## config.mk

```make
export PLATFORM = sky130hd
export DESIGN_NAME = dmcle_dev_flat
export DESIGN_NICKNAME = d
export VERILOG_FILES = /design/src/hw/dmcle_pkg.sv /design/src/hw/dmcle_if.sv /design/src/hw/dmcle_dev.sv /design/src/flat_wrapper.sv
export SDC_FILE = /design/constraint.sdc
export NUM_CORES = 1
export LEC_CHECK = 0
export BUFFER_PORTS_ARGS = -buffer_cell sky130_fd_sc_hd__buf_2
export CAP_MARGIN = 20
export CORE_MARGIN = 2
export CORE_UTILIZATION = 35
export DETAILED_ROUTE_END_ITERATION = 7
export PLACE_DENSITY = 0.67
export SLEW_MARGIN = 20
export SYNTH_ARGS = -nofsm -noshare
export SYNTH_HDL_FRONTEND = slang
export SYNTH_SLANG_ARGS = --single-unit
```

## constraint.sdc

```tcl
create_clock -name clock_i -period 5.3 [get_ports clock_i]
set_clock_uncertainty 0.15 [all_clocks]
set_input_delay 1.06 -clock clock_i [delete_from_list [all_inputs] [get_ports clock_i]]
set_output_delay 1.06 -clock clock_i [all_outputs]
set_load 0.01 [all_outputs]
```

## src/hw/dmcle_pkg.sv

```systemverilog
// Shared constants and types for the mode/latency/self refresh command link
package dmcle_pkg;
	// ---------------------------------------------------------------
	// Clock and timing
	// ---------------------------------------------------------------
	localparam int CLK_PERIOD_NS = 50;
	localparam int TMOD_NS       = 300;
	localparam int TMRD_NS       = 200;
	localparam logic [7:0] TMOD_CYC = 8'((TMOD_NS + CLK_PERIOD_NS - 1) / CLK_PERIOD_NS);
	localparam logic [7:0] TMRD_CYC = 8'((TMRD_NS + CLK_PERIOD_NS - 1) / CLK_PERIOD_NS);
	localparam logic [2:0] CAL_RESET  = 3'h0;
	localparam logic [1:0] SRT_RESET  = 2'h0;

	// ---------------------------------------------------------------
	// Commands and mode register fields
	// ---------------------------------------------------------------
	typedef enum logic [2:0] {
		DMCLE_CMD_DES, DMCLE_CMD_MRS, DMCLE_CMD_REF, DMCLE_CMD_SRE,
		DMCLE_CMD_SRX, DMCLE_CMD_ACT, DMCLE_CMD_RD, DMCLE_CMD_WR
	} dmcle_cmd_t;

	localparam logic [1:0] MR_SEL_1 = 2'h1;
	localparam logic [1:0] MR_SEL_2 = 2'h2;
	localparam logic [1:0] MR_SEL_4 = 2'h0;
	localparam int MR1_WL_BIT  = 7;
	localparam int MR2_SRT_LO  = 6;
	localparam int MR4_CAL_LO  = 6;
	localparam logic [1:0] SRT_NORMAL  = 2'h0;
	localparam logic [1:0] SRT_EXTEND  = 2'h2;
	localparam logic [1:0] SRT_REDUCED = 2'h1;
	localparam logic [1:0] SRT_AUTO    = 2'h3;
	localparam logic [7:0] TEMP_HOT    = 8'h55;
	localparam logic [7:0] TEMP_COLD   = 8'h2D;
	localparam logic [1:0] RATE_LOW    = 2'h0;
	localparam logic [1:0] RATE_NORM   = 2'h1;
	localparam logic [1:0] RATE_HIGH   = 2'h2;

	// ---------------------------------------------------------------
	// Host register map
	// ---------------------------------------------------------------
	localparam logic [3:0] REG_CMD    = 4'h0;
	localparam logic [3:0] REG_ADDR   = 4'h1;
	localparam logic [3:0] REG_STATUS = 4'h2;
	localparam logic [3:0] REG_CAL    = 4'h3;
	localparam int ST_BUSY = 0;
	localparam int ST_REFUSED = 1;
	localparam int ST_WL = 2;
	localparam int ST_SR = 3;
endpackage

```

## src/hw/dmcle_if.sv

```systemverilog
// Command/address link between controller and memory device
`timescale 1ns/100ps
`default_nettype none
interface dmcle_if;
	logic        cs_n;
	logic [2:0]  cmd;
	logic [1:0]  mr_sel;
	logic [15:0] addr;
	logic        odt;
	logic        dqs_o;
	logic        dqs_oe;
	logic        dq_o;
	logic        dq_oe;
	logic        dq_undef;

	modport ctrl (output cs_n, output cmd, output mr_sel, output addr, output odt,
		output dqs_o, output dqs_oe, input dq_o, input dq_oe, input dq_undef);
	modport dev (input cs_n, input cmd, input mr_sel, input addr, input odt,
		input dqs_o, input dqs_oe, output dq_o, output dq_oe, output dq_undef);
endinterface
`default_nettype wire

```

## src/hw/dmcle_dev.sv

```systemverilog
// Memory device end: CAL pipe, write leveling exit, self refresh mode
// How it works
// - Controller releases strobes after final edge
// - DQ undefined from release until tMOD
// - Controller holds ODT low during exit
// - Exit MRS only after termination off
// - Commands after tMOD, MRS after tMRD
// - Exit MRS writes MR1 bit 7 zero
// - CAL cycles between CS low and command
// - CAL count programmed by MRS, rounded up
// - Receivers off after latch, CS high
// - Receivers stay on through consecutive commands
// - Non-MRS waits tMOD plus tCAL
// - MRS to MRS waits tMOD plus tCAL
// - Waits use the new CAL value
// - ODT timing unaffected by CAL
// - MR2 bits 7:6 = 11 selects auto
// - Auto rate follows temperature
// - Manual modes 00, 10, 01
// - Manual mode latched at entry, held
// - Mode changes only outside self refresh
`timescale 1ns/100ps
`default_nettype none
module dmcle_dev (
	input  wire logic        clock_i,
	input  wire logic        reset_n_i,
	dmcle_if.dev             link,
	input  wire logic [7:0]  temp_i,
	output logic             rx_en_o,
	output logic             odt_on_o,
	output logic [1:0]       sr_rate_o,
	output logic             in_sr_o,
	output logic             wl_mode_o,
	output logic [1:0]       srt_mode_o,
	output logic [2:0]       cal_o
);
	import dmcle_pkg::*;

	logic [7:0]  cs_pipe;
	logic [2:0]  cal;
	logic [1:0]  srt;
	logic [1:0]  srt_held;
	logic        wl;
	logic [7:0]  undef_cnt;
	logic        undef;
	logic        cmd_hit;
	logic [7:0]  temp_s1;
	logic [7:0]  temp_s2;
	logic        dqs_prev;
	logic [7:0]  cal_mask;

	// ---------------------------------------------------------------
	// CAL pipe: command taken CAL cycles after CS low
	// ---------------------------------------------------------------
	always_ff @(posedge clock_i or negedge reset_n_i) begin
		if (!reset_n_i) begin
			cs_pipe <= 8'h00;
		end else begin
			cs_pipe <= {cs_pipe[6:0], ~link.cs_n};
		end
	end

	always_comb begin
		if (cal == 3'h0) begin
			cmd_hit = ~link.cs_n;
		end else begin
			cmd_hit = cs_pipe[cal - 3'h1];
		end
	end

	// Only CS lows still inside the latency window keep receivers awake
	assign cal_mask = 8'hFF >> (4'h8 - {1'b0, cal});

	// Receivers on from CS low until last pending command is latched
	always_ff @(posedge clock_i or negedge reset_n_i) begin
		if (!reset_n_i) begin
			rx_en_o <= 1'b1;
		end else if (cal == 3'h0) begin
			rx_en_o <= 1'b1;
		end else begin
			rx_en_o <= ~link.cs_n | (|(cs_pipe & cal_mask));
		end
	end

	// ODT sampled directly, never through the CAL pipe
	always_ff @(posedge clock_i or negedge reset_n_i) begin
		if (!reset_n_i) begin
			odt_on_o <= 1'b0;
		end else begin
			odt_on_o <= link.odt;
		end
	end

	// ---------------------------------------------------------------
	// Mode register decode
	// ---------------------------------------------------------------
	always_ff @(posedge clock_i or negedge reset_n_i) begin
		if (!reset_n_i) begin
			cal <= CAL_RESET;
			wl  <= 1'b0;
			srt <= SRT_RESET;
		end else if (cmd_hit && dmcle_cmd_t'(link.cmd) == DMCLE_CMD_MRS) begin
			unique case (link.mr_sel)
				MR_SEL_1: wl <= link.addr[MR1_WL_BIT];
				MR_SEL_2: srt <= link.addr[MR2_SRT_LO +: 2];
				MR_SEL_4: cal <= link.addr[MR4_CAL_LO +: 3];
				default: ;
			endcase
		end
	end

	// ---------------------------------------------------------------
	// Write leveling exit: DQ undefined until tMOD after exit MRS
	// ---------------------------------------------------------------
	always_ff @(posedge clock_i or negedge reset_n_i) begin
		if (!reset_n_i) begin
			undef     <= 1'b0;
			undef_cnt <= 8'h00;
			dqs_prev  <= 1'b0;
		end else begin
			dqs_prev <= link.dqs_oe;
			if (wl && dqs_prev && !link.dqs_oe) begin
				undef <= 1'b1;
			end
			if (wl && cmd_hit && dmcle_cmd_t'(link.cmd) == DMCLE_CMD_MRS
					&& link.mr_sel == MR_SEL_1 && !link.addr[MR1_WL_BIT]) begin
				undef     <= 1'b1;
				undef_cnt <= TMOD_CYC;
			end else if (undef_cnt != 8'h00) begin
				undef_cnt <= undef_cnt - 8'h01;
				if (undef_cnt == 8'h01) begin
					undef <= 1'b0;
				end
			end
		end
	end

	// Feedback: strobe captures state of its own rising edge
	always_ff @(posedge clock_i or negedge reset_n_i) begin
		if (!reset_n_i) begin
			link.dq_o  <= 1'b0;
			link.dq_oe <= 1'b0;
		end else begin
			link.dq_oe <= wl | undef;
			if (wl && !undef && link.dqs_oe) begin
				link.dq_o <= link.dqs_o;
			end else if (!wl && !undef) begin
				// Released pin reads low, not a stale feedback bit
				link.dq_o <= 1'b0;
			end
		end
	end

	always_ff @(posedge clock_i or negedge reset_n_i) begin
		if (!reset_n_i) begin
			link.dq_undef <= 1'b0;
		end else begin
			link.dq_undef <= undef;
		end
	end

	// ---------------------------------------------------------------
	// Self refresh: mode latched at entry, rate from temperature
	// ---------------------------------------------------------------
	always_ff @(posedge clock_i or negedge reset_n_i) begin
		if (!reset_n_i) begin
			temp_s1 <= 8'h00;
			temp_s2 <= 8'h00;
		end else begin
			temp_s1 <= temp_i;
			temp_s2 <= temp_s1;
		end
	end

	always_ff @(posedge clock_i or negedge reset_n_i) begin
		if (!reset_n_i) begin
			in_sr_o  <= 1'b0;
			srt_held <= SRT_RESET;
		end else if (cmd_hit && dmcle_cmd_t'(link.cmd) == DMCLE_CMD_SRE) begin
			in_sr_o  <= 1'b1;
			srt_held <= srt;
		end else if (cmd_hit && dmcle_cmd_t'(link.cmd) == DMCLE_CMD_SRX) begin
			in_sr_o <= 1'b0;
		end
	end

	always_ff @(posedge clock_i or negedge reset_n_i) begin
		if (!reset_n_i) begin
			sr_rate_o <= RATE_NORM;
		end else begin
			unique case (srt_held)
				SRT_AUTO: begin
					if (temp_s2 >= TEMP_HOT) begin
						sr_rate_o <= RATE_HIGH;
					end else if (temp_s2 <= TEMP_COLD) begin
						sr_rate_o <= RATE_LOW;
					end else begin
						sr_rate_o <= RATE_NORM;
					end
				end
				SRT_EXTEND:  sr_rate_o <= RATE_HIGH;
				SRT_REDUCED: sr_rate_o <= RATE_LOW;
				SRT_NORMAL:  sr_rate_o <= RATE_NORM;
			endcase
		end
	end

	always_ff @(posedge clock_i or negedge reset_n_i) begin
		if (!reset_n_i) begin
			wl_mode_o  <= 1'b0;
			srt_mode_o <= SRT_RESET;
			cal_o      <= CAL_RESET;
		end else begin
			wl_mode_o  <= wl;
			srt_mode_o <= srt;
			cal_o      <= cal;
		end
	end
endmodule
`default_nettype wire

```

## src/flat_wrapper.sv

```systemverilog
// flat-port wrapper written by rule: the top's interface ports become plain ports
module dmcle_dev_flat import dmcle_pkg::*;
  (clock_i, reset_n_i, temp_i, rx_en_o, odt_on_o, sr_rate_o, in_sr_o, wl_mode_o, srt_mode_o, cal_o, link_cs_n, link_cmd, link_mr_sel, link_addr, link_odt, link_dqs_o, link_dqs_oe, link_dq_o, link_dq_oe, link_dq_undef);
  dmcle_if link_i ();
  input  wire logic clock_i;
  input  wire logic reset_n_i;
  input  wire logic [7:0] temp_i;
  output logic rx_en_o;
  output logic odt_on_o;
  output logic [1:0] sr_rate_o;
  output logic in_sr_o;
  output logic wl_mode_o;
  output logic [1:0] srt_mode_o;
  output logic [2:0] cal_o;
  input wire logic [$bits(link_i.cs_n)-1:0] link_cs_n;
  input wire logic [$bits(link_i.cmd)-1:0] link_cmd;
  input wire logic [$bits(link_i.mr_sel)-1:0] link_mr_sel;
  input wire logic [$bits(link_i.addr)-1:0] link_addr;
  input wire logic [$bits(link_i.odt)-1:0] link_odt;
  input wire logic [$bits(link_i.dqs_o)-1:0] link_dqs_o;
  input wire logic [$bits(link_i.dqs_oe)-1:0] link_dqs_oe;
  output wire logic [$bits(link_i.dq_o)-1:0] link_dq_o;
  output wire logic [$bits(link_i.dq_oe)-1:0] link_dq_oe;
  output wire logic [$bits(link_i.dq_undef)-1:0] link_dq_undef;
  assign link_i.cs_n = link_cs_n;
  assign link_i.cmd = link_cmd;
  assign link_i.mr_sel = link_mr_sel;
  assign link_i.addr = link_addr;
  assign link_i.odt = link_odt;
  assign link_i.dqs_o = link_dqs_o;
  assign link_i.dqs_oe = link_dqs_oe;
  assign link_dq_o = link_i.dq_o;
  assign link_dq_oe = link_i.dq_oe;
  assign link_dq_undef = link_i.dq_undef;
  dmcle_dev u_core (.clock_i(clock_i), .reset_n_i(reset_n_i), .link(link_i), .temp_i(temp_i), .rx_en_o(rx_en_o), .odt_on_o(odt_on_o), .sr_rate_o(sr_rate_o), .in_sr_o(in_sr_o), .wl_mode_o(wl_mode_o), .srt_mode_o(srt_mode_o), .cal_o(cal_o));
endmodule
```

; After elaboration in Yosys (flattened, before gate mapping)
; Index checks and enable logic that the tools add are counted.
[word_totals]
register_bits = 56
output_inout_bits = 14
word_cells = 84
[op_classes]
n_addsub = 3
n_lt_le_gt_ge = 3
n_eq_ne = 9
shift = 1
muxes = 17
bitwise = 4
reduce_logical = 27
[op_table]
columns = operator, n
row1 = 2-to-1 mux 8 bit, 2
row2 = logical AND 1 bit, 12
row3 = 2-to-1 mux 1 bit, 12
row4 = bitwise AND 8 bit, 1
row5 = == test 8 x 1 -> 1 bit (second input constant), 1
row6 = >= comparator 8 x 7 -> 1 bit (second input constant), 1
row7 = less-or-equal comparator 8 x 6 -> 1 bit (second input constant), 1
row8 = one-hot mux 2 bit (4 select lines), 1
row9 = nonzero test 8 bit, 1
row10 = OR reduction 8 bit, 1
row11 = right shift 8 x 4 -> 8 bit (first input constant), 1
row12 = subtractor 8 x 1 -> 8 bit (second input constant), 1
row13 = == test 2 bit (second input constant), 3
row14 = AND reduction 2 bit, 3
row15 = nonzero test 2 bit, 3
row16 = == test 2 x 1 -> 1 bit (second input constant), 2
row17 = zero test 1 bit, 4
row18 = zero test 2 bit, 2
row19 = less-than comparator 3 x 4 -> 1 bit (second input constant), 1
row20 = subtractor 4 x 3 -> 4 bit (first input constant), 1
row21 = binary-select mux 1 bit (select 3 bit), 1
row22 = == test 3 x 1 -> 1 bit (second input constant), 1
row23 = == test 3 x 2 -> 1 bit (second input constant), 1
row24 = == test 3 bit (second input constant), 1
row25 = 5 further kinds, 6

; Logic depth before layout (Yosys ltp)
; Gate-level depths: netlist (run 1).
[depth]
depth_word = 9
ltp_mapped = 8
mapped_depth_nobuf = 8

; Least setup slack after synthesis (run 1)
; OpenSTA, ideal clock, no wires.
[synth_path]
kind = reg-to-reg
startpoint = register u_core.cal[0]
endpoint = register u_core.cal[0]
setup_time_ns = 0.125
t_arrival_ns = 2.325
required_time_ns = 5.025
slack_ns = 2.700
path_stages_with_launch = 9
path_buffers = 0
cell_sequence = dfrtp_1 > inv_1 > ha_1 > ha_1 > inv_1 > nor3_1 > a2111oi_4 > nor4bb_2 > mux2_2
[synth_via]
elab_chain_cells = 6
[synth_rtl]
columns = item, line_no
row1 = from (decl), dmcle_dev.sv:40  ; logic [2:0] cal;
row2 = from (signal assigned), dmcle_dev.sv:106  ; MR_SEL_4: cal <= link.addr[MR4_CAL_LO +: 3];
row3 = subtractor 3 x 1 -> 3 bit, dmcle_dev.sv:67  ; cmd_hit = cs_pipe[cal - 3'h1];
row4 = binary-select mux 1 bit (select 3 bit), dmcle_dev.sv:67
row5 = 2-to-1 mux 1 bit (implied by the code), dmcle_dev.sv:67
row6 = 2-to-1 mux 1 bit (*), dmcle_dev.sv:64  ; if (cal == 3'h0) begin
row7 = logical AND 1 bit (*), dmcle_dev.sv:102  ; end else if (cmd_hit && dmcle_cmd_t'(link.cmd) == DMCLE_CMD_MRS) begin
row8 = AND reduction 2 bit (no source line) (*), --
; Mark *: on every way between the ends. The rest lies on a longest branch, timed or not. The select of a mux whose other input is x is not followed.
; A chain may end at the register's enable or synchronous reset.

; Worst setup path in the final report (run 1)
[layout_path]
startpoint = register u_core.cal[0]
endpoint = register u_core.undef_cnt[1]
[layout_via]
elab_chain_cells = 9
[layout_rtl]
columns = item, line_no
row1 = subtractor 3 x 1 -> 3 bit, dmcle_dev.sv:67
row2 = binary-select mux 1 bit (select 3 bit), dmcle_dev.sv:67
row3 = 2-to-1 mux 1 bit (implied by the code), dmcle_dev.sv:67
row4 = 2-to-1 mux 1 bit (*), dmcle_dev.sv:64
row5 = logical AND 1 bit (*) (2 in series), dmcle_dev.sv:125  ; if (wl && cmd_hit && dmcle_cmd_t'(link.cmd) == DMCLE_CMD_MRS
row6 = logical AND 1 bit (*) (2 in series), dmcle_dev.sv:126  ; && link.mr_sel == MR_SEL_1 && !link.addr[MR1_WL_BIT]) begin
row7 = 2-to-1 mux 8 bit or nonzero test 2 bit (tied branches), --
row8 = to (signal assigned), dmcle_dev.sv:130  ; undef_cnt <= undef_cnt - 8'h01;
row9 = to (decl), dmcle_dev.sv:44  ; logic [7:0] undef_cnt;
; Marks and branches as above.

==> results of run 1 <==
[layer usage]
| metal | part of all wire [%] | vias to the layer above |
|---|---|---|
| li1 | - | 641 |
| met1 | 50 | 623 |
| met2 | 42 | 37 |
| met3 | 6.1 | 7 |
| met4 | 2.3 | 0 |
| met5 | 0 | - |
[cells by family after synthesis]
group / after synthesis / share of synthesized area [%]
buffers and inverters: 11 / 1.97
adder cells (fa/ha/maj): 7 / 4.06
multiplexers: 12 / 6.03
XOR/XNOR: 6 / 2.43
flip-flops: 56 / 65.0
AND/OR/NAND/NOR: 44 / 11.5
AO/OA/AOI/OAI: 26 / 8.99
[power breakdown]
| part | switching, mW | internal (mW) | leakage (nW) |
|---|---|---|---|
| logic | 0.217 | 0.198 | 0.453 |
| registers | 0.0806 | 0.540 | 0.664 |
| clock network | 0.138 | 0.190 | 0.0687 |
| total | 0.436 | 0.927 | 1.18 |
[layout make-up]
cell class	count	area, um2	area share (%)
clock buffers	5	68.8	2.68
clock inverters	3	68.8	2.68
inverters	10	37.5	1.46
multi-input cells	95	712	27.7
flip-flops and latches	56	1400	54.7
well taps	75	93.8	3.65
repair buffers	36	183	7.12
[synth_stat cells]
| cell type | n | share of area (%) |
|---|---|---|
| o21ai_0 | 2 | 0.46 |
| o21a_1 | 1 | 0.35 |
| dfstp_2 | 2 | 2.4 |
| o32ai_1 | 1 | 0.41 |
| xnor2_1 | 1 | 0.41 |
| nor2b_1 | 2 | 0.58 |
| buf_2 | 1 | 0.23 |
| xor2_1 | 5 | 2.0 |
| nor4_1 | 2 | 0.58 |
| nand3_1 | 3 | 0.70 |
| a21o_1 | 1 | 0.35 |
| or2_2 | 1 | 0.29 |
| a2111oi_4 | 1 | 1.3 |
| o22a_1 | 1 | 0.41 |
| o221ai_1 | 1 | 0.41 |
| o31ai_1 | 1 | 0.35 |
| nand4b_1 | 2 | 0.81 |
| mux2_2 | 8 | 4.2 |
| nand2_1 | 7 | 1.2 |
| or2_1 | 1 | 0.29 |
| o2bb2ai_1 | 1 | 0.41 |
| ha_1 | 7 | 4.1 |
| a41o_1 | 1 | 0.46 |
| nand3b_1 | 3 | 1.0 |
| nor2_1 | 13 | 2.3 |
| nand2b_1 | 5 | 1.4 |
| nor4b_2 | 1 | 0.70 |
| nor4bb_2 | 1 | 0.75 |
| mux2i_1 | 4 | 1.9 |
| o22ai_1 | 1 | 0.29 |
| nor3b_1 | 1 | 0.35 |
| a21boi_0 | 2 | 0.70 |
| a31oi_1 | 3 | 0.87 |
| nor3_1 | 2 | 0.46 |
| inv_1 | 10 | 1.7 |
| a22o_1 | 1 | 0.41 |
| dfrtp_1 | 54 | 63 |
| a21oi_1 | 8 | 1.9 |
[sequential cells by signal (all words and copies together), names as in the netlist, 2 cells and up]
name and flops:
u_core.cal 3, u_core.srt 2, u_core.cs_pipe 8, u_core.temp_s1 8
u_core.srt_mode_o 2, u_core.undef_cnt 8, u_core.temp_s2 8, u_core.srt_held 2
u_core.sr_rate_o 2, u_core.cal_o 3
[final timing paths]
path | startpoint | to | slack [ns] | cells after the start
max | u_core.cal[0] | u_core.undef_cnt[1] | 2.38 | 8
max in group asynchronous | reset_n_i | u_core.undef_cnt[1] | 3.83 | 2
max reg2reg | u_core.cal[0] | u_core.undef_cnt[1] | 2.38 | 8
min reg2reg | u_core.temp_s1[1] | u_core.temp_s2[1] | 0.20 | 0
min in group asynchronous | reset_n_i | u_core.cal_o[0] | 0.71 | 2
min | u_core.temp_s1[1] | u_core.temp_s2[1] | 0.20 | 0
[per-stage QoR]
step / hold slack, ns / total power, mW / utilization [%] / worst slack [ns] / instances
global placement: 0.183 / 1.04 / 40.8 / 2.44 / 272
floorplan: 0.181 / 0.928 / - / 2.70 / 162
finish: 0.204 / 1.36 / 43.1 / 2.38 / 280
CTS: 0.206 / 1.38 / 43.1 / 2.36 / 280
detailed placement: 0.185 / 1.05 / 40.8 / 2.38 / 272
global route: 0.217 / 1.47 / 43.1 / 2.06 / 280
==> flow_metrics.py, run 1 <==
metrics = {
    "global_routing": {
        "gr-usage-all-layers_pct": 11.5,
        "antenna_found_initial": 0,
        "use_met2_pct": 16.3,
        "grt_pass1_vias": 1284,
        "grtUsageMet3_pct": 3.04,
        "grt_use_met1_pct": 15.8,
        "grt_pass1_wl_um": 5830,
        "grt-busiest-layer": "met2",
        "grt_overflow": 0,
        "grt_max_degree": 57,
    },
    "placement": {
        "routabilityCongestion": 0.748,
        "dp_hpwl_um": 2450,
        "portBuffers": 35,
        "place_area_um2": 2430,
    },
    "route": {
        "route.detailed.drc": 0,
        "num_vias": 1308,
        "ant_nets": 0,
        "routedWlPerCell_um": 12.2,
        "routed_via_density": 4.67,
        "dr.pass1.iters": 4,
        "drtIter0Drc": 61,
        "wirelength_um": 3420,
    },
    "die": {
        "die_area_um2": 6810,
        "row_count": 28,
        "initial_core_util_pct": 36.2,
        "die_height_um": 82.5,
        "io_pins": 49,
        "die_x_um": 82.5,
        "core_um2": 5960,
    },
    "worst_hold_path": {
        "hold_class": "reg2reg",
    },
    "cells_and_area": {
        "final_cell_area_um2": 2570,
        "most-common-layout-cells": "dfrtp_1, buf_2, nor2_1",
        "insertedDiodeCount": 0,
        "nets": 246,
        "num-fill-cells": 548,
        "drive_above_1_share_pct": 28.3,
        "area_growth_pct": 19.0,
        "layout_commonest_cell": "dfrtp_1",
    },
    "sta": {
        "slew_headroom_pct": 47.8,
        "min_period_over_period_pct": 55.0,
        "max_freq_mhz": 343,
        "tns_ns": 0,
        "setup_viol": 0,
        "finalHoldViolCount": 0,
        "drv_slew": 0,
        "rsz0062_at_grt": "no",
        "min_period_ns": 2.92,
        "worstMarginPinSlew_ns": 0.781,
    },
    "cts": {
        "cts_buffers": 5,
        "clk_pin_slew_worst_paths_ns": 0.10,
        "htreeDepth": 2,
        "cts_repair_resize_count": 0,
        "post_cts_buffers": 0,
        "clock_path_buffers": 2,
        "ctsHoldBuffers": 0,
        "cts-root-buf": "clkbuf_8",
        "tritoncts": "done",
        "cts.sinks": 56,
        "clk_latency_ns": 0.31,
    },
    "synth": {
        "yosysSeqAreaShare_pct": 65.0,
        "ys_ff_latch": 56,
        "syn-instance-count": 162,
        "syn_area_per_cell_um2": 13.3,
        "synth_fp_nets": 204,
        "synth.distinct_cells": 38,
        "synthesis.area_um2": 2160,
        "yosys_warnings": 0,
    },
    "flow_run": {
        "drv_cap": 0,
    },
    "worst_setup_path": {
        "critPathTopFamily": "simple AND/OR/NAND/NOR gates",
        "path_max_fanout": 9,
        "path_cells": "inv_1 -> ha_1 -> ha_1 -> inv_1 -> nor3_1 -> a2111oi_4 -> nor4b_2 -> nand2b_1",
        "critPathBufInv": 2,
        "critPathMaxStageDelay_ns": 0.73,
        "cp_slowest_cell": "nor4b_2",
        "crit_type": "reg2reg",
        "endpoint_kind": "flop",
        "arrival_ns": 3.01,
        "setup.worst_path.start_class": "flop",
        "cp_data_required_time_ns": 5.39,
    },
    "status": {
        "status": "finished, final reports clean",
    },
    "pwr": {
        "power_density_nw_per_um2": 531,
        "p_leak_nw": 1.18,
        "ir_drop_uv": 175,
    },
}
Note: power is estimated with default switching activity, not from simulation.
==> inputs of run 2 (changes only) <==
ABC_AREA = 1   (was unset)
PLACE_DENSITY = 0.66   (was 0.67)
clock period = 2.94 ns   (was 5.3 ns; I/O delays follow)
==> run 2 against run 1 <==
  * Clock-buffer cell count is the same
  * Cell count grew 20%
  * Synthesized area increased by 3.9%
  * Clock power rose by 28%
  * Maximum frequency grew 27%
  * Die area grew 3.8%
  * Power rose by 62%
  * Non-clock buffer count up 2
  * Wire length grew 6.2%
  * Combinational power increased by 72%
  * Synthesized cell count up 33%
  * Sequential power rose by 73%
  * Critical path type unchanged
  * Highest routed layer unchanged
==> flow_metrics.py, run 2 <==
metrics = {
    "cells_and_area": {
        "layout_commonest_cell": "dfrtp_1",
        "drive_above_1_share_pct": 23.1,
        "nets": 301,
        "area_growth_pct": 17.0,
        "layout.cells.non_filler": 337,
        "insertedDiodeCount": 0,
        "most-common-layout-cells": "dfrtp_1, nand2_1, buf_2",
        "num-fill-cells": 594,
    },
    "worst_setup_path": {
        "critPathTopFamily": "simple AND/OR/NAND/NOR gates",
        "path_max_fanout": 13,
        "rrSetupSlack_ns": 0.64,
        "critical_path.most_common_cell": "nand2_1",
        "endpoint": "u_core.cal[0]",
        "cp_slowest_cell": "dfrtp_1",
        "worst-path-stages": 12,
        "reg2reg_to": "u_core.cal[0]",
        "cp_data_required_time_ns": 2.99,
        "path_cells": "inv_1 -> ha_1 -> inv_2 -> nand2_1 -> nand3_1 -> nand3_2 -> nand2_1 -> nand2_1 -> nand2_2 -> nand3_1 -> nand2_1 -> nand2_1",
        "worstReg2RegStart": "u_core.cal[0]",
        "setup.worst_path.start_class": "flop",
        "crit_type": "reg2reg",
        "critPathMaxStageDelay_ns": 0.51,
        "arrival_ns": 2.35,
        "setup.worst_path.start": "u_core.cal[0]",
        "critPathBufInv": 2,
        "ff2ff_path_depth": 12,
        "endpoint_kind": "flop",
    },
    "placement": {
        "dp_hpwl_um": 2780,
        "portBuffers": 35,
        "dp_cells": 328,
        "routabilityCongestion": 0.790,
    },
    "cts": {
        "ctsHoldBuffers": 1,
        "clock_path_buffers": 2,
        "htreeDepth": 2,
        "cts.sinks": 56,
        "post_cts_buffers": 0,
        "clk_pin_slew_worst_paths_ns": 0.10,
        "cts-root-buf": "clkbuf_8",
        "cts_repair_resize_count": 0,
        "clk_latency_ns": 0.30,
        "cts_buffers": 5,
        "tritoncts": "done",
    },
    "synth": {
        "yosysSeqAreaShare_pct": 62.6,
        "syn_area_per_cell_um2": 10.4,
        "synth_area_leaders": "dfrtp_1, nand2_1, ha_1",
        "yosys_warnings": 0,
        "yosysMostFrequentCell": "dfrtp_1",
        "synth_fp_nets": 257,
        "synth.distinct_cells": 23,
        "synthFlopType": "dfrtp_1",
        "synth-edff-count": 0,
        "synth_top_area_cell": "dfrtp_1",
        "syn-instance-count": 215,
        "synth_common_cells": "dfrtp_1, nand2_1, inv_1, nor2_1, nand3_1",
        "ys_ff_latch": 56,
        "synthesis.area_um2": 2240,
        "synth_top_cell_area_share_pct": 60.2,
        "async_flop_share_pct": 100,
    },
    "sta": {
        "min_period_ns": 2.30,
        "setup_viol": 0,
        "tns_ns": 0,
        "rsz0062_at_grt": "no",
        "drv_slew": 0,
        "slew_headroom_pct": 70.0,
        "worstMarginPinSlew_ns": 0.450,
        "finalHoldViolCount": 0,
        "max_freq_mhz": 436,
        "min_period_over_period_pct": 78.1,
    },
    "global_routing": {
        "gr-usage-all-layers_pct": 11.4,
        "antenna_found_initial": 0,
        "grt_overflow": 0,
        "grt_pass1_vias": 1519,
        "grt_pass1_wl_um": 6560,
        "grt_max_degree": 30,
    },
    "route": {
        "route.detailed.drc": 0,
        "routed_via_density": 4.61,
        "wirelength_um": 3630,
        "dr.pass1.iters": 4,
        "num_vias": 1552,
        "ant_nets": 0,
        "drtIter0Drc": 64,
        "routedWlPerCell_um": 10.8,
    },
    "die": {
        "die_x_um": 84.1,
        "die_height_um": 84.1,
        "row_count": 29,
        "initial_core_util_pct": 35.7,
        "core_um2": 6280,
        "io_pins": 49,
        "die_area_um2": 7070,
    },
    "pwr": {
        "p_leak_nw": 1.32,
        "power_density_nw_per_um2": 841,
        "ir_drop_uv": 434,
    },
    "flow_run": {
        "drv_cap": 0,
    },
    "worst_hold_path": {
        "hold_class": "reg2reg",
        "min_delay_path_depth": 0,
    },
    "status": {
        "status": "finished, final reports clean",
    },
}
run 2: cell types whose count changed in the layout (fill, tap and decap cells not counted), sizes merged, moves of 3 or more:
cell,previous run,this run
nand2,7,47
nand2b,5,0
o21ai,2,8
nand4,0,11
mux2,8,0
a21oi,8,5
nor2,13,24
mux2i,4,0
nand3b,3,0
inv,11,25
a31oi,3,0
nand3,3,20
run 2: worst min-delay path by stage:
stage | from | endpoint | slack [ns]
after CTS | u_core.temp_s1[4] | u_core.temp_s2[4] | 0.21
after global routing | u_core.temp_s1[2] | u_core.temp_s2[2] | 0.21
after global placement | u_core.temp_s1[1] | u_core.temp_s2[1] | 0.18
final | u_core.temp_s1[4] | u_core.temp_s2[4] | 0.21
after floorplan | reset_n_i | u_core.cal[0] | 0.14
after detailed placement | u_core.temp_s1[0] | u_core.temp_s2[0] | 0.18
run 2: per-stage QoR:
step	hold WS (ns)	total power [mW]	setup slack (ns)	cell area (um2)	utilization [%]
2_1_floorplan	0.142	1.61	1.02	2240	-
3_3_place_gp	0.182	1.79	0.672	2520	40.1
3_5_place_dp	0.185	1.81	0.641	2520	40.1
4_1_cts	0.208	2.24	0.627	2620	41.8
5_1_grt	0.208	2.40	0.447	2620	41.8
6_report	0.205	2.21	0.644	2620	41.8
run 2: cell families after synthesis:
family	share of synthesized area, %
flip-flops	62.6
AO/OA/AOI/OAI	4.24
buffers and inverters	4.52
adder cells (fa/ha/maj)	3.90
XOR/XNOR	1.56
AND/OR/NAND/NOR	23.2
run 2: worst register-to-register path, stage by stage (launching register included):
cell	delay, ns
dfrtp_1	0.51
inv_1	0.17
ha_1	0.39
inv_2	0.12
nand2_1	0.06
nand3_1	0.09
nand3_2	0.09
nand2_1	0.07
nand2_1	0.06
nand2_2	0.19
nand3_1	0.16
nand2_1	0.09
nand2_1	0.05
run 2: final cells by class:
class                      count  area (um2)  area share (%)
tap                           77        96.3            3.67
inverter                      24        90.1            3.43
sequential                    56        1400            53.5
timing repair buffer          38         200            7.63
multi-input combinational    134         738            28.1
clock inverter                 3        26.3            1.00
clock buffer                   5        68.8            2.62
run 2: metal layers:
| metal | global-route usage (%) | vias up | wire length (um) |
|---|---|---|---|
| met3 | 3.17 | 7 | 179 |
| li1 | - | 789 | - |
| met5 | 0 | - | 0 |
| met1 | 14.3 | 728 | 1670 |
| met4 | 3.67 | 0 | 43 |
| met2 | 19.0 | 28 | 1730 |
run 2: power breakdown:
part           internal, mW  total (mW)  leakage [nW]  switching, mW
Clock                 0.174       0.421        0.0487          0.247
Combinational         0.272       0.714         0.599          0.442
Sequential            0.960        1.07         0.667          0.112
Total                  1.41        2.21          1.32          0.801
==> inputs of run 3 (changes only) <==
ABC_AREA = 0   (was 1)
PLACE_DENSITY = 0.67   (was 0.66)
clock period = 2.2 ns   (was 2.94 ns; I/O delays follow)
==> run 3 against run 2 <==
  * The run now ends with negative setup slack left
  * Critical path type unchanged
  * Sequential power rose by 37%
  * Wire length up 2.0%
  * Largest power group is now combinational logic
  * Sequential share of layout area down 2.8 points
  * Global-route usage grew 0.31 points
  * Setup slack got worse by 0.81 ns
==> flow_metrics.py, run 3 (synthesis results as in run 1) <==
metrics = {
    "status": {
        "status": "complete, but fails checks",
        "violations": "negative setup slack",
    },
    "cells_and_area": {
        "final_cell_area_um2": 2770,
        "layout_commonest_cell": "dfrtp_1",
        "most-common-layout-cells": "dfrtp_1, buf_2, buf_4",
        "area_growth_pct": 28.4,
        "drive_above_1_share_pct": 40.0,
        "nets": 261,
        "insertedDiodeCount": 0,
    },
    "worst_setup_path": {
        "path_max_fanout": 6,
        "cp_data_required_time_ns": 2.25,
        "critPathTopFamily": "buffers and inverters",
        "setup.worst_path.start_class": "flop",
        "critPathMaxStageDelay_ns": 0.37,
        "endpoint_kind": "flop",
        "cp_slowest_cell": "dfrtp_1",
        "crit_type": "reg2reg",
        "path_cells": "inv_2 -> ha_4 -> mux2i_4 -> mux2i_4 -> a2111oi_4 -> buf_6 -> nor4b_4 -> buf_4 -> or2_1",
        "arrival_ns": 2.42,
        "critPathBufInv": 3,
        "critical_path.most_common_cell": "mux2i_4",
    },
    "route": {
        "dr.pass1.iters": 4,
        "num_vias": 1381,
        "route.detailed.drc": 0,
        "routed_via_density": 4.68,
        "routedWlPerCell_um": 12.6,
        "wirelength_um": 3700,
        "drtIter0Drc": 52,
        "ant_nets": 0,
    },
    "placement": {
        "routabilityCongestion": 0.765,
        "dp_hpwl_um": 2570,
        "portBuffers": 35,
        "place_area_um2": 2590,
    },
    "die": {
        "core_um2": 5960,
        "initial_core_util_pct": 36.2,
        "die_area_um2": 6810,
        "io_pins": 49,
        "die_height_um": 82.5,
        "die_x_um": 82.5,
        "row_count": 28,
    },
    "pwr": {
        "total_power_mw": 3.58,
        "power_density_nw_per_um2": 1290,
        "ir_drop_uv": 583,
        "p_leak_nw": 1.26,
    },
    "sta": {
        "min_period_over_period_pct": 108,
        "min_period_ns": 2.37,
        "finalHoldViolCount": 0,
        "drv_slew": 0,
        "rsz0062_at_grt": "yes",
        "slew_headroom_pct": 53.6,
        "worstMarginPinSlew_ns": 0.690,
        "max_freq_mhz": 422,
        "setup_viol": 18,
        "fin_ws_ns": -0.169,
    },
    "global_routing": {
        "grt_pass1_vias": 1322,
        "grt_max_degree": 57,
        "antenna_found_initial": 0,
        "gr-usage-all-layers_pct": 11.7,
        "grt_overflow": 0,
        "grt_pass1_wl_um": 5980,
    },
    "cts": {
        "clk_latency_ns": 0.31,
        "cts.sinks": 56,
        "htreeDepth": 2,
        "clock_path_buffers": 2,
        "tritoncts": "done",
        "cts-root-buf": "clkbuf_8",
        "clk_pin_slew_worst_paths_ns": 0.10,
        "cts_buffers": 5,
    },
    "flow_run": {
        "drv_cap": 0,
    },
    "worst_hold_path": {
        "hold_class": "in2reg",
    },
}
[run 3: changes by cell type in the layout (fill, tap and decap cells not counted), moves of 6 or more]
cell	delta
mux2_2	+8
nand3_1	-12
nor2_1	-14
buf_4	+10
nand2_1	-38
o21ai_0	-6
inv_1	-16
nand4_1	-8
[run 3: worst paths after layout]
check                             startpoint                   to  slack [ns]  depth (start not counted)
min in group asynchronous          reset_n_i      u_core.cal_o[2]        0.48                          3
setup / recovery               u_core.cal[1]         u_core.undef       -0.17                          9
max in group asynchronous          reset_n_i  u_core.sr_rate_o[0]        1.10                          3
hold reg to reg            u_core.temp_s1[2]    u_core.temp_s2[2]        0.21                          0
setup reg to reg               u_core.cal[1]         u_core.undef       -0.17                          9
hold / removal                      link_odt      u_core.odt_on_o        0.08                          1
[run 3: routing by layer]
layer | share of wire [%] | wire, um | global-route usage [%]
met4 | 1.6 | 59 | 4.43
met5 | 0 | 0 | 0
met2 | 48 | 1790 | 19.4
met1 | 44 | 1640 | 14.6
met3 | 5.9 | 220 | 3.26
[run 3: what timing repair did]
action	in CTS	in global routing
gates resized for setup	9	6
hold buffers	1	0
setup buffers	2	2
endpoints found under the hold margin	54	0
pin swaps	3	6
setup endpoints to repair	18	18
gates cloned	1	0
[run 3: report_power, final]
group          switching, mW  leakage (nW)  internal [mW]
logic                  0.736         0.548          0.807
clock network          0.337        0.0463          0.234
registers              0.164         0.662           1.30
[run 3: final cells by class]
class | instances | area (um2)
Sequential cell | 56 | 1410
Clock buffer | 5 | 68.8
Timing Repair Buffer | 51 | 312
Tap cell | 75 | 93.8
Multi-Input combinational cell | 95 | 822
Inverter | 10 | 42.5
Clock inverter | 3 | 27.5
Fill cell | 543 | 3180
[run 3: per-stage QoR]
stage	std cells	worst slack, ns	TNS [ns]	hold WS (ns)	utilization (%)
detailed placement	283	-0.307	-2.20	0.186	43.4
floorplan	162	-0.193	-1.65	-0.00559	-
global placement	283	-0.277	-1.64	0.184	43.4
global route	295	-0.266	-3.16	0.0489	46.5
finish	295	-0.169	-1.47	0.0775	46.5
CTS	294	-0.196	-2.51	0.0624	46.1
